$ cat config.mk
export PLATFORM = sky130hd
export DESIGN_NAME = stc_cmd_handler
export DESIGN_NICKNAME = d
export VERILOG_FILES = /design/src/core/stc_pkg.sv /design/src/core/stc_cmd_handler.sv
export SDC_FILE = /design/constraint.sdc
export NUM_CORES = 1
export LEC_CHECK = 0
export ABC_AREA = 1
export BUFFER_PORTS_ARGS = -buffer_cell sky130_fd_sc_hd__buf_2
export CAP_MARGIN = 20
export CORE_MARGIN = 8
export CORE_UTILIZATION = 55
export CTS_BUF_LIST = sky130_fd_sc_hd__clkbuf_8
export DETAILED_ROUTE_END_ITERATION = 8
export PLACE_DENSITY = 0.8
export SYNTH_ARGS = -nofsm -noshare
export SYNTH_HDL_FRONTEND = slang
export SYNTH_SLANG_ARGS = --single-unit
$ cat constraint.sdc
create_clock -name i_ref_clk -period 5.7 [get_ports i_ref_clk]
set_input_delay 0.57 -clock i_ref_clk [delete_from_list [all_inputs] [get_ports i_ref_clk]]
set_output_delay 0.57 -clock i_ref_clk [all_outputs]
set_load 0.02 [all_outputs]
$ cat src/core/stc_pkg.sv
// constants for the tag custom command handler
package stc_pkg;
	// command framing
	localparam logic [7:0] CMD_SET_PW = 8'ha0;
	localparam logic [7:0] CMD_SET_LOG = 8'ha1;
	// error codes
	localparam logic [7:0] ERR_OTHER = 8'h00;
	localparam logic [7:0] ERR_OVERRUN = 8'h03;
	localparam logic [7:0] ERR_LOCKED = 8'h04;
	localparam logic [7:0] ERR_POWER = 8'h0b;
	localparam logic [7:0] ERR_PASSWORD = 8'ha0;
	localparam logic [7:0] ERR_BATT_MEAS = 8'ha2;
	localparam logic [7:0] ERR_NOT_ALLOWED = 8'ha3;
	localparam logic [7:0] ERR_EE_BUSY = 8'ha6;
	// password levels (low two bits of the level byte)
	localparam logic [1:0] LVL_NONE = 2'h0;
	localparam logic [1:0] LVL_SYS = 2'h1;
	localparam logic [1:0] LVL_APP = 2'h2;
	localparam logic [1:0] LVL_MEAS = 2'h3;
	// log mode field positions
	localparam int LM_FORM_HI = 23;
	localparam int LM_FORM_LO = 21;
	localparam int LM_STORE = 20;
	localparam int LM_EXT1 = 19;
	localparam int LM_EXT2 = 18;
	localparam int LM_TEMP = 17;
	localparam int LM_BATT = 16;
	localparam int LM_IVL_HI = 15;
	localparam int LM_IVL_LO = 1;
	// reply framing
	localparam int FRAME_W = 42;
	localparam logic [5:0] LEN_ERR = 6'h2a;
	localparam logic [5:0] LEN_OK = 6'h22;
	localparam logic [15:0] CRC_POLY = 16'h1021;
	localparam logic [15:0] CRC_INIT = 16'hffff;
	// eeprom size in 16-bit words, for address checks
	localparam logic [15:0] EE_WORDS = 16'h0240;
	// apb register offsets
	localparam logic [7:0] OFS_CTRL = 8'h00;
	localparam logic [7:0] OFS_STATUS = 8'h04;
	localparam logic [7:0] OFS_LOGMODE = 8'h08;
	localparam logic [7:0] OFS_PW_SYS = 8'h0c;
	localparam logic [7:0] OFS_PW_APP = 8'h10;
	localparam logic [7:0] OFS_PW_MEAS = 8'h14;
	localparam logic [7:0] OFS_ADDR = 8'h18;
	localparam logic [7:0] OFS_LAST = 8'h1c;
	// reset values and the status low battery bit
	localparam logic [31:0] RST_ADDR = 32'h0010_0008;
	localparam logic [3:0] RST_LOCKS = 4'h0;
	localparam int STAT_LOWBAT = 0;
endpackage

$ cat src/core/stc_cmd_handler.sv
// custom command handler: password and log mode commands with coded replies
//
// The register offsets and the APB interface to the registers were decided locally.
`timescale 1ns/1ps
`default_nettype none
module stc_cmd_handler (
	input wire logic i_ref_clk,
	input wire logic i_reset_n,
	input wire logic i_clk_en,
	// apb slave
	input wire logic i_psel,
	input wire logic i_penable,
	input wire logic i_pwrite,
	input wire logic [7:0] i_paddr,
	input wire logic [31:0] i_pwdata,
	output logic [31:0] o_prdata,
	output logic o_pready,
	output logic o_pslverr,
	// decoded custom command from the baseband
	input wire logic i_cmd_valid,
	input wire logic [7:0] i_cmd_code,
	input wire logic [7:0] i_cmd_level,
	input wire logic [31:0] i_cmd_arg,
	input wire logic [15:0] i_cmd_handle,
	// open area password from the baseband
	input wire logic i_open_valid,
	input wire logic [1:0] i_open_level,
	input wire logic [31:0] i_open_pw,
	input wire logic i_field_lost,
	// tag state
	input wire logic i_passive,
	input wire logic i_batt_present,
	input wire logic i_supply_low,
	input wire logic i_rtc_active,
	input wire logic i_ee_busy,
	input wire logic i_batt_low_pin,
	input wire logic i_meas_tick,
	// reply frame, msb first
	output logic o_reply_valid,
	output logic [41:0] o_reply_frame,
	output logic [5:0] o_reply_len,
	// eeprom write request
	output logic o_ee_wr,
	output logic [15:0] o_ee_addr,
	output logic [31:0] o_ee_data,
	// logging control
	output logic [23:0] o_log_mode,
	output logic [15:0] o_log_period_s,
	output logic o_meas_store,
	output logic o_batt_store,
	output logic o_low_batt
);
	// crc-16 over the low len bits of d, msb first, result complemented
	function automatic logic [15:0] crc16(input logic [24:0] d, input int len);
		logic [15:0] c;
		logic fb;
		c = stc_pkg::CRC_INIT;
		for (int i = 24; i >= 0; i--) begin
			if (i < len) begin
				fb = c[15] ^ d[i];
				c = {c[14:0], 1'b0} ^ (fb ? stc_pkg::CRC_POLY : 16'h0000);
			end
		end
		return ~c;
	endfunction

	// area index from level code
	function automatic logic [1:0] lvl_idx(input logic [1:0] lvl);
		return 2'(lvl - 2'h1);
	endfunction

	logic [31:0] pw_store_r [3];
	logic [31:0] pw_open_r [3];
	logic [3:0] locks_r;
	logic [31:0] addr_cfg_r;
	logic [23:0] log_mode_r;
	logic low_batt_r;
	logic [7:0] last_err_r;
	logic last_ok_r;
	logic batt_sync1_r;
	logic batt_sync2_r;
	logic reply_valid_r;
	logic [41:0] reply_frame_r;
	logic [5:0] reply_len_r;
	logic ee_wr_r;
	logic [15:0] ee_addr_r;
	logic [31:0] ee_data_r;
	logic meas_store_r;
	logic batt_store_r;
	logic [2:0] prot;
	logic [2:0] area_open;
	logic [1:0] lvl;
	logic [1:0] idx;
	logic err;
	logic [7:0] err_code;
	logic wr_ok;
	logic [15:0] wr_addr;
	logic batt_check;
	logic apb_wr;
	logic apb_rd;
	logic addr_hit;

	// protection follows the stored password; open means unprotected or opening copy matches
	always_comb begin
		for (int k = 0; k < 3; k++) begin
			prot[k] = pw_store_r[k] != 32'h0000_0000;
			area_open[k] = !prot[k] || (pw_open_r[k] == pw_store_r[k]);
		end
	end

	// comparator level comes from the analog side, so synchronise it
	always_ff @(posedge i_ref_clk or negedge i_reset_n) begin
		if (!i_reset_n) begin
			batt_sync1_r <= 1'b0;
			batt_sync2_r <= 1'b0;
		end else if (i_clk_en) begin
			batt_sync1_r <= i_batt_low_pin;
			batt_sync2_r <= batt_sync1_r;
		end
	end

	// command check, highest priority first; busy beats all but an unknown code since nothing can run
	always_comb begin
		lvl = i_cmd_level[1:0];
		idx = lvl_idx(lvl);
		err = 1'b1;
		err_code = stc_pkg::ERR_OTHER;
		wr_addr = (i_cmd_code == stc_pkg::CMD_SET_PW) ?
			16'(addr_cfg_r[15:0] + {13'h0000, idx, 1'b0}) : addr_cfg_r[31:16];
		if (i_cmd_code != stc_pkg::CMD_SET_PW && i_cmd_code != stc_pkg::CMD_SET_LOG) begin
			err_code = stc_pkg::ERR_OTHER;
		end else if (i_ee_busy) begin
			err_code = stc_pkg::ERR_EE_BUSY;
		end else if (i_cmd_code == stc_pkg::CMD_SET_LOG && i_rtc_active) begin
			err_code = stc_pkg::ERR_NOT_ALLOWED;
		end else if (i_cmd_code == stc_pkg::CMD_SET_PW && lvl == stc_pkg::LVL_NONE) begin
			err_code = stc_pkg::ERR_OTHER;
		end else if (i_cmd_code == stc_pkg::CMD_SET_PW && locks_r[idx]) begin
			err_code = stc_pkg::ERR_LOCKED;
		end else if (i_cmd_code == stc_pkg::CMD_SET_LOG && locks_r[3]) begin
			err_code = stc_pkg::ERR_LOCKED;
		end else if (i_cmd_code == stc_pkg::CMD_SET_PW && !area_open[0] &&
			(lvl == stc_pkg::LVL_SYS || !area_open[idx])) begin
			err_code = stc_pkg::ERR_PASSWORD;
		end else if (i_cmd_code == stc_pkg::CMD_SET_LOG && !area_open[0]) begin
			err_code = stc_pkg::ERR_PASSWORD;
		end else if (wr_addr >= stc_pkg::EE_WORDS - 16'h0001) begin
			err_code = stc_pkg::ERR_OVERRUN;
		end else if (i_cmd_code == stc_pkg::CMD_SET_LOG && i_cmd_arg[stc_pkg::LM_BATT] &&
			i_passive && !i_batt_present) begin
			err_code = stc_pkg::ERR_BATT_MEAS;
		end else if (i_passive && i_supply_low) begin
			err_code = stc_pkg::ERR_POWER;
		end else begin
			err = 1'b0;
		end
		wr_ok = i_cmd_valid && !err;
	end

	// reply frame built and registered one cycle after the command
	always_ff @(posedge i_ref_clk or negedge i_reset_n) begin
		if (!i_reset_n) begin
			reply_valid_r <= 1'b0;
			reply_frame_r <= 42'h000_0000_0000;
			reply_len_r <= 6'h00;
		end else if (i_clk_en) begin
			reply_valid_r <= i_cmd_valid;
			if (i_cmd_valid && err) begin
				reply_len_r <= stc_pkg::LEN_ERR;
				reply_frame_r <= {1'b1, err_code, i_cmd_handle,
					crc16({1'b1, err_code, i_cmd_handle}, 25), 1'b1};
			end else if (i_cmd_valid) begin
				reply_len_r <= stc_pkg::LEN_OK;
				reply_frame_r <= {1'b0, i_cmd_handle,
					crc16({8'h00, 1'b0, i_cmd_handle}, 17), 1'b1, 8'h00};
			end
		end
	end

	// eeprom write carries the new password or log mode word
	always_ff @(posedge i_ref_clk or negedge i_reset_n) begin
		if (!i_reset_n) begin
			ee_wr_r <= 1'b0;
			ee_addr_r <= 16'h0000;
			ee_data_r <= 32'h0000_0000;
		end else if (i_clk_en) begin
			ee_wr_r <= wr_ok;
			if (wr_ok) begin
				ee_addr_r <= wr_addr;
				ee_data_r <= (i_cmd_code == stc_pkg::CMD_SET_PW) ? i_cmd_arg :
					{8'h00, i_cmd_arg[23:1], 1'b0};
			end
		end
	end

	// stored passwords mirror; apb may preload them at production
	always_ff @(posedge i_ref_clk or negedge i_reset_n) begin
		if (!i_reset_n) begin
			for (int k = 0; k < 3; k++) begin
				pw_store_r[k] <= 32'h0000_0000;
			end
		end else if (i_clk_en) begin
			if (wr_ok && i_cmd_code == stc_pkg::CMD_SET_PW) begin
				pw_store_r[idx] <= i_cmd_arg;
			end else if (apb_wr && i_paddr == stc_pkg::OFS_PW_SYS) begin
				pw_store_r[0] <= i_pwdata;
			end else if (apb_wr && i_paddr == stc_pkg::OFS_PW_APP) begin
				pw_store_r[1] <= i_pwdata;
			end else if (apb_wr && i_paddr == stc_pkg::OFS_PW_MEAS) begin
				pw_store_r[2] <= i_pwdata;
			end
		end
	end

	// opening passwords are volatile: field loss wipes them
	always_ff @(posedge i_ref_clk or negedge i_reset_n) begin
		if (!i_reset_n) begin
			for (int k = 0; k < 3; k++) begin
				pw_open_r[k] <= 32'h0000_0000;
			end
		end else if (i_clk_en) begin
			if (i_field_lost) begin
				for (int k = 0; k < 3; k++) begin
					pw_open_r[k] <= 32'h0000_0000;
				end
			end else if (i_open_valid && i_open_level != stc_pkg::LVL_NONE) begin
				pw_open_r[lvl_idx(i_open_level)] <= i_open_pw;
			end
		end
	end

	// log mode register; the split is read by the logging engine
	always_ff @(posedge i_ref_clk or negedge i_reset_n) begin
		if (!i_reset_n) begin
			log_mode_r <= 24'h00_0000;
		end else if (i_clk_en && wr_ok && i_cmd_code == stc_pkg::CMD_SET_LOG) begin
			log_mode_r <= {i_cmd_arg[23:1], 1'b0};
		end
	end

	// battery check after an accepted log mode command and on each measurement tick
	assign batt_check = (wr_ok && i_cmd_code == stc_pkg::CMD_SET_LOG) || i_meas_tick;

	// low flag: set beats the software clear
	always_ff @(posedge i_ref_clk or negedge i_reset_n) begin
		if (!i_reset_n) begin
			low_batt_r <= 1'b0;
		end else if (i_clk_en) begin
			if (batt_check && batt_sync2_r) begin
				low_batt_r <= 1'b1;
			end else if (apb_wr && i_paddr == stc_pkg::OFS_STATUS &&
				i_pwdata[stc_pkg::STAT_LOWBAT]) begin
				low_batt_r <= 1'b0;
			end
		end
	end

	// store strobes gated by the check made in the same cycle
	always_ff @(posedge i_ref_clk or negedge i_reset_n) begin
		if (!i_reset_n) begin
			meas_store_r <= 1'b0;
			batt_store_r <= 1'b0;
		end else if (i_clk_en) begin
			meas_store_r <= i_meas_tick && !batt_sync2_r && !low_batt_r;
			batt_store_r <= i_meas_tick && !batt_sync2_r && !low_batt_r &&
				log_mode_r[stc_pkg::LM_BATT];
		end
	end

	// apb: zero wait states, unmapped offsets flag an error
	assign apb_wr = i_psel && i_penable && i_pwrite && addr_hit && i_clk_en;
	assign apb_rd = i_psel && !i_pwrite;
	assign o_pready = 1'b1;
	always_comb begin
		addr_hit = i_paddr[1:0] == 2'h0 && i_paddr <= stc_pkg::OFS_LAST;
		o_pslverr = i_psel && i_penable && !addr_hit;
	end

	// software locks and the eeprom placement of the words written
	always_ff @(posedge i_ref_clk or negedge i_reset_n) begin
		if (!i_reset_n) begin
			locks_r <= stc_pkg::RST_LOCKS;
			addr_cfg_r <= stc_pkg::RST_ADDR;
		end else if (apb_wr) begin
			if (i_paddr == stc_pkg::OFS_CTRL) begin
				locks_r <= i_pwdata[3:0];
			end
			if (i_paddr == stc_pkg::OFS_ADDR) begin
				addr_cfg_r <= i_pwdata;
			end
		end
	end

	// last outcome kept for software
	always_ff @(posedge i_ref_clk or negedge i_reset_n) begin
		if (!i_reset_n) begin
			last_err_r <= 8'h00;
			last_ok_r <= 1'b0;
		end else if (i_clk_en && i_cmd_valid) begin
			last_err_r <= err ? err_code : 8'h00;
			last_ok_r <= !err;
		end
	end

	// read data from flip-flops, sampled in the setup cycle
	always_ff @(posedge i_ref_clk or negedge i_reset_n) begin
		if (!i_reset_n) begin
			o_prdata <= 32'h0000_0000;
		end else if (i_clk_en && apb_rd && !i_penable) begin
			unique case (i_paddr)
				stc_pkg::OFS_CTRL: o_prdata <= {28'h000_0000, locks_r};
				stc_pkg::OFS_STATUS: o_prdata <= {24'h00_0000, area_open, prot, 1'b0,
					low_batt_r};
				stc_pkg::OFS_LOGMODE: o_prdata <= {8'h00, log_mode_r};
				stc_pkg::OFS_PW_SYS: o_prdata <= pw_store_r[0];
				stc_pkg::OFS_PW_APP: o_prdata <= pw_store_r[1];
				stc_pkg::OFS_PW_MEAS: o_prdata <= pw_store_r[2];
				stc_pkg::OFS_ADDR: o_prdata <= addr_cfg_r;
				stc_pkg::OFS_LAST: o_prdata <= {23'h00_0000, last_ok_r, last_err_r};
				default: o_prdata <= 32'h0000_0000;
			endcase
		end
	end

	// outputs
	assign o_reply_valid = reply_valid_r;
	assign o_reply_frame = reply_frame_r;
	assign o_reply_len = reply_len_r;
	assign o_ee_wr = ee_wr_r;
	assign o_ee_addr = ee_addr_r;
	assign o_ee_data = ee_data_r;
	assign o_log_mode = log_mode_r;
	assign o_log_period_s = {1'b0, log_mode_r[stc_pkg::LM_IVL_HI:stc_pkg::LM_IVL_LO]} +
		16'h0001;
	assign o_meas_store = meas_store_r;
	assign o_batt_store = batt_store_r;
	assign o_low_batt = low_batt_r;
endmodule
`default_nettype wire

Word level (Yosys, flattened, before mapping) --
Index checks and enable logic that the tools add are counted.
Storage, ports and cells: input bits 154, register bits 395, output and inout port bits 175
Cells by class: reduce and logical (&&, ||, !) cells 79, equality and inequality tests 17, bitwise operators 84, multiplexer cells 191, magnitude comparators 7, add/subtract/negate cells 4
Operators by type and width (count):
- $mux W16 | 102
- $xor A16 B13 Y16 | 40
- $mux W13 | 40
- $mux W96 | 3
- $pmux W32 S8 | 1
- $mux W32 | 7
- $bwmux W96 | 2
- $demux W32 S2 | 2
- $eq A32 B32 Y1 | 3
- $reduce_bool A32 Y1 | 3
- $mux W8 | 11
- $mux W42 | 2
- $mux W64 | 1
- $logic_and A1 B1 Y1 | 40
- $xor A1 B1 Y1 | 40
- $eq A8 B5 Y1 const B | 4
- $not A16 Y16 | 2
- $add A15 B1 Y16 const B | 1
- $add A16 B3 Y16 | 1
- $eq A8 B4 Y1 const B | 2
- $eq A8 B8 Y1 const B | 2
- $ge A16 B10 Y1 const B | 1
- $ne A8 B8 Y1 const B | 2
- $mux W1 | 15
- 20 further kinds | 55

Logic depth before layout (Yosys ltp) --
depth in word-level cells 140, gate-level depth with buffers 32

Worst setup path after synthesis --
OpenSTA, ideal clock, no wires.
path kind in2reg, start point input port i_cmd_level[0], end point register pw_store_r[0] (netlist bit), path buffers 1, library setup time 128 ps, stages 21, arrival 3663 ps, slack 1910 ps, path through inv_1 -> ha_1 -> fa_1 -> inv_1 -> nand2_1 -> nor2_4 -> nand3_1 -> nand2_1 -> nand3_1 -> nand2_1 -> nand3_1 -> nor2_2 -> nand2_2 -> nor4_4 -> nand2_2 -> inv_2 -> nand2_1 -> o21ai_1 -> o2111ai_1 -> buf_2 -> mux2_1
Between the ends: cells in the longest elaborated chain, start to end 18, elaborated cells between the ends (all ways) 39
Ends and longest elaborated chain:
- from (decl) | RTL line stc_cmd_handler.sv:22 | input wire logic [7:0] i_cmd_level,
- $sub A2 B1 Y2 | RTL line stc_cmd_handler.sv:69 | return 2'(lvl - 2'h1);
- $add A16 B3 Y16 or $bmux W1 S2 (tied branches) | RTL line stc_cmd_handler.sv:129, stc_cmd_handler.sv:143
- $mux W16 or $mux W1 (tied branches) | RTL line stc_cmd_handler.sv:128, stc_cmd_handler.sv:143
- $ge A16 B10 Y1 or $logic_not A1 Y1 (tied branches) | RTL line stc_cmd_handler.sv:147, stc_cmd_handler.sv:143
- $mux W1 or $logic_or A1 B1 Y1 (tied branches) | RTL line stc_cmd_handler.sv:147, stc_cmd_handler.sv:143
- $mux W1 or $logic_and A1 B1 Y1 (tied branches) | RTL line stc_cmd_handler.sv:145, stc_cmd_handler.sv:142
- $mux W1 | RTL line stc_cmd_handler.sv:142 | end else if (i_cmd_code == stc_pkg::CMD_SET_PW && !area_open[0] &&
- $mux W1 | RTL line stc_cmd_handler.sv:140 | end else if (i_cmd_code == stc_pkg::CMD_SET_LOG && locks_r[3]) begin
- [... 2 more ...]
- $mux W1 | RTL line stc_cmd_handler.sv:134 | end else if (i_cmd_code == stc_pkg::CMD_SET_LOG && i_rtc_active) begin
- $mux W1 | RTL line stc_cmd_handler.sv:132 | end else if (i_ee_busy) begin
- $mux W1 | RTL line stc_cmd_handler.sv:130 | if (i_cmd_code != stc_pkg::CMD_SET_PW && i_cmd_code != stc_pkg::CMD_SET_LOG) begin
- $logic_not A1 Y1 | RTL line stc_cmd_handler.sv:157 | wr_ok = i_cmd_valid && !err;
- $logic_and A1 B1 Y1 | RTL line stc_cmd_handler.sv:157
- $logic_and A1 B1 Y1 | RTL line stc_cmd_handler.sv:203 | if (wr_ok && i_cmd_code == stc_pkg::CMD_SET_PW) begin
- $ne A2 B2 Y1 (no line) or $reduce_bool A2 Y1 (tied branches)
- $reduce_and A4 Y1 (no line)
- to (signal, indexed assignment) | RTL line stc_cmd_handler.sv:204 | pw_store_r[idx] <= i_cmd_arg;
- to (decl) | RTL line stc_cmd_handler.sv:72 | logic [31:0] pw_store_r [3];
Parallel ways exist; a longest one is shown, timed or not. The select of a mux whose other input is x is not followed. A chain may end at the register's enable or synchronous reset.

Worst setup path in the final report --
start point input port i_cmd_level[0], end point register pw_store_r[79] (netlist bit)
Between the ends: cells in the longest elaborated chain, start to end 18, elaborated cells between the ends (all ways) 37
Ends and longest elaborated chain (RTL line):
- $sub A2 B1 Y2 | stc_cmd_handler.sv:69
- $add A16 B3 Y16 or $bmux W1 S2 (tied branches) | stc_cmd_handler.sv:129, stc_cmd_handler.sv:143
- $mux W16 or $mux W1 (tied branches) | stc_cmd_handler.sv:128, stc_cmd_handler.sv:143
- $ge A16 B10 Y1 or $logic_not A1 Y1 (tied branches) | stc_cmd_handler.sv:147, stc_cmd_handler.sv:143
- $mux W1 or $logic_or A1 B1 Y1 (tied branches) | stc_cmd_handler.sv:147, stc_cmd_handler.sv:143
- $mux W1 or $logic_and A1 B1 Y1 (tied branches) | stc_cmd_handler.sv:145, stc_cmd_handler.sv:142
- $mux W1 | stc_cmd_handler.sv:142
- $mux W1 | stc_cmd_handler.sv:140
- [... 2 more ...]
- $mux W1 | stc_cmd_handler.sv:134
- $mux W1 | stc_cmd_handler.sv:132
- $mux W1 | stc_cmd_handler.sv:130
- $logic_not A1 Y1 | stc_cmd_handler.sv:157
- $logic_and A1 B1 Y1 | stc_cmd_handler.sv:157
- $logic_and A1 B1 Y1 | stc_cmd_handler.sv:203
- $reduce_bool A2 Y1 (no line)
- $reduce_and A2 Y1 (no line)
Parallel ways exist; a longest one is shown, timed or not. The select of a mux whose other input is x is not followed.

==> metrics.md <==
| Metric | Value |
|---|---|
| Initial antenna violation count | `3` |
| Synth Area per Inst | `between 7 and 8 um^2` |
| Layout cell share with drive strength beyond 1 | `~17%` |
| Final slew viol count | `0` |
| Grt ovf | `0` |
| Antenna Nets Post-Route | `0` |
| Die Area | `~43000 um^2` |
| Post-synth ARST share | `100%` |
| Compound-Gate Fraction of Synth Area | `around 15%` |
| #FFs+latches synth | `approximately 390` |
| DP Area | `about 22000 um^2` |
| Critical Path Fanout Max | `46` |
| Total GRT Usage | `about a third` |
| Fin crit share | `83.7%` |
| Clock slew at reported path FFs | `~0.06 ns` |
| Worst setup startpoint | `i_cmd_level[0]` |
| PD cells | `about 260 nW/um^2` |
| Status | `finished, final reports clean` |
| Final WL | `73.6 mm` |
| Post-layout util | `64.9%` |
| Chip Height | `between 200 and 250 um` |
| Vias | `around 20000` |
| Synth top cells by count | `nand2_1 (624), dfrtp_1 (384), inv_1 (372)` |
| CP max-delay cell | `buf_4` |
| Synth area leader | `dfrtp_1` |
| Top cell type's share of synthesized area | `between 40% and 50%` |
| Global placement routability congestion | `between 0.9 and 1` |
| CP required | `just over 6 ns` |
| Setup crit end | `pw_store_r[79]` |
| Most used cell along the critical path | `nand2_1` |
| DR DRC count | `0` |
| CORE AREA | `between 30000 and 40000 um^2` |
| CP Launch Type | `primary input` |
| CP endpoint kind | `register` |
| Worst-margin pin slew | `roughly 1.1 ns` |
| Die X-Extent | `between 200 and 250 um` |
| H-tree levels | `3` |
| Final instance area | `~24000 um^2` |
| Family with the most delay on the worst path | `simple AND/OR/NAND/NOR gates` |
| Num ports | `between 300 and 400` |
| PortBufs | `317` |
| Fraction of synthesized cell area in xor and xnor cells | `5.08%` |
| Filler cells | `around 3200` |
| Simple-gate share of the synthesized area | `21.3%` |
| CTS Buffer Depth | `3` |
| Final Power | `6.15 mW` |
| CP cell instances | `buf_2 > inv_1 > ha_1 > fa_1 > inv_1 > nand2_1 > nor2_4 > nand4_1 > nand2_1 > nand2_1 > nand2_1 > nand3_1 > nor2_2 > nand2_2 > nor4_4 > nand2_2 > inv_2 > buf_4 > nand2_1 > a21oi_4 > buf_4 > nor2_1 > a31oi_1` |
| Reg2reg start | `addr_cfg_r[1]` |
| F_max | `210 MHz` |
| Main synth FF type | `dfrtp_1` |
| Hold Violations, Final | `0` |
| Clock skew | `0.0371 ns` |
| Smallest hold slack | `~0.17 ns` |
| Global-route wire length before repair | `112 mm` |
| R2R Path End | `pw_store_r[79]` |
| Pin count of the biggest net entering global routing | `between 150 and 200` |
| Pleak | `~12 nW` |
| Number of global-route vias before repair | `about 20000` |
| Mean routed wirelength per cell | `21.5 um` |
| Netlist cell types | `roughly 50` |
| Syn Std Cell Area | `20400 um^2` |
| Largest family of logic cells by synthesized area | `simple AND/OR/NAND/NOR gates` |
| Initial Utilization | `between 50 and 60%` |
| Max-cap violations | `0` |
| Via/cell ratio | `just under 6` |
| Worst-skew pair later-pin latency | `0.64 ns` |
| Crit path time final | `between 4 and 5 ns` |
| Final nets | `between 3000 and 4000` |
| Peak supply drop | `about 0.18 mV` |
| EDFF count, synth | `0` |
| Std-Cell Rows | `70` |
| DR pass1 iterations | `6` |
| Syn Inst Count | `between 2000 and 3000` |
| Synth Warn # | `0` |
| Seq/Total Area, Yosys | `a little under half` |
| Post-synthesis mux area share | `less than 1%` |
| Adder-Cell Fraction of Synth Area | `less than 1%` |
| Synth-to-layout area growth | `16.5%` |
| Relative slew slack | `a little under a quarter` |
| Post-DP HPWL | `between 50 and 60 mm` |
| Setup TNS | `0 ns` |
| Max stage delay on crit path | `0.51 ns` |
| Cell with the most instances after synthesis | `nand2_1` |
| Critical Path AT | `between 5 and 6 ns` |
| FF-to-FF path depth | `22` |
| Min-Delay Path Class | `in -> reg` |
| Critical Setup Path Class | `in -> reg` |
| Post-CTS Setup Bufs | `0` |
| Unrepaired setup endpoints after global routing | `no` |
| Critical Path Stages | `23` |
| Buffers & Inverters on Critical Path | `6` |
| Reg2reg setup slack | `0.97 ns` |
| Worst hold start | `i_batt_low_pin` |
| Num CTS Buffers | `66` |
| Clk root buf | `clkbuf_8` |
| CTS tree | `done` |
| Ranking of synthesized cells by area | `dfrtp_1 (47%), nand2_1 (12%), inv_1 (6.9%)` |
| Initial DRC count | `~2200` |
| Number of setup violations in the final report | `0` |
| Clock sinks | `between 300 and 400` |
-- flip-flops by register name, summed over array words and instances, names as in the netlist, 4 cells and up --
name / flops
addr_cfg_r: 32
last_err_r: 5
locks_r: 4
o_ee_addr: 16
o_ee_data: 32
o_log_mode: 23
o_prdata: 32
o_reply_frame: 41
pw_open_r: 96
pw_store_r: 96
-- worst min path at each step --
stage | to | slack, ns | cells after the start
final | batt_sync1_r | 0.17 | 3
after global routing | batt_sync1_r | 0.17 | 3
after CTS | batt_sync1_r | 0.12 | 3
after detailed placement | o_reply_valid | 0.46 | 2
after global placement | o_reply_valid | 0.45 | 2
after floorplan | addr_cfg_r[0] | 0.27 | 0
-- routing by layer --
| metal | wire length, um | vias to the layer above | part of all wire, % | global-route usage (%) |
|---|---|---|---|---|
| li1 | - | 9110 | - | - |
| met4 | 2640 | 0 | 3.6 | 13.3 |
| met3 | 6970 | 182 | 9.5 | 6.54 |
| met5 | 0 | - | 0 | 0 |
| met1 | 29800 | 9643 | 41 | 43.2 |
| met2 | 34100 | 1145 | 46 | 52.9 |
-- kinds of logic after synthesis --
family | count (synthesis)
other | 2
AO/OA/AOI/OAI | 540
buffers and inverters | 505
multiplexers | 13
XOR/XNOR | 118
adder cells (fa/ha/maj) | 8
AND/OR/NAND/NOR | 1042
flip-flops | 386
-- cell usage in the layout, fill, tap and decap left out, drive strengths merged, types with 5 or more instances in the layout --
master / Yosys / layout
nand2: 632 / 632
inv: 376 / 398
dfrtp: 384 / 384
buf: 27 / 357
o21ai: 235 / 235
nor2: 190 / 190
nand3: 142 / 142
o22ai: 141 / 141
clkbuf: 98 / 81
a21oi: 81 / 81
xor2: 60 / 60
xnor2: 58 / 58
nand4: 41 / 41
a31oi: 35 / 35
nor3: 22 / 22
mux2: 13 / 13
a211oi: 11 / 11
or2: 9 / 9
a221oi: 8 / 8
ha: 7 / 7
o2111ai: 6 / 6
clkinv: 4 / 6
o31ai: 5 / 5
conb: 2 / 5
nor4: 5 / 5
-- where the power goes --
| group | internal, mW | switching [mW] | total, mW |
|---|---|---|---|
| clock network | 1.32 | 1.15 | 2.47 |
| registers | 2.85 | 0.0671 | 2.92 |
| logic | 0.252 | 0.514 | 0.767 |
-- area by class of cell --
cell class,instances,area (um^2),share of cell area (%)
Antenna cell,4,10.0,0.0422
Clock buffer,81,1110,4.70
Clock inverter,26,135,0.570
Inverter,380,1430,6.01
Multi-Input combinational cell,1726,8800,37.1
Sequential cell,386,9660,40.7
Tap cell,468,586,2.47
Timing Repair Buffer,358,1980,8.37
-- repair_timing --
action,in CTS,in global routing
endpoints found under the hold margin,82,0
hold buffers,1,0
gates resized for setup,0,0
-- stage by stage --
step | worst slack (ns) | std cells
4_1_cts | 1.11 | 3422
5_1_grt | 0.723 | 3428
6_report | 0.930 | 3429
3_5_place_dp | 0.463 | 3314
2_1_floorplan | 1.91 | 2617
3_3_place_gp | 0.625 | 3314
-- worst min-delay path, stage by stage --
cell     delay, ns
buf_2         0.07
nand2_1       0.04
nand2_1       0.06
Note: power is estimated with default switching activity, not from simulation.
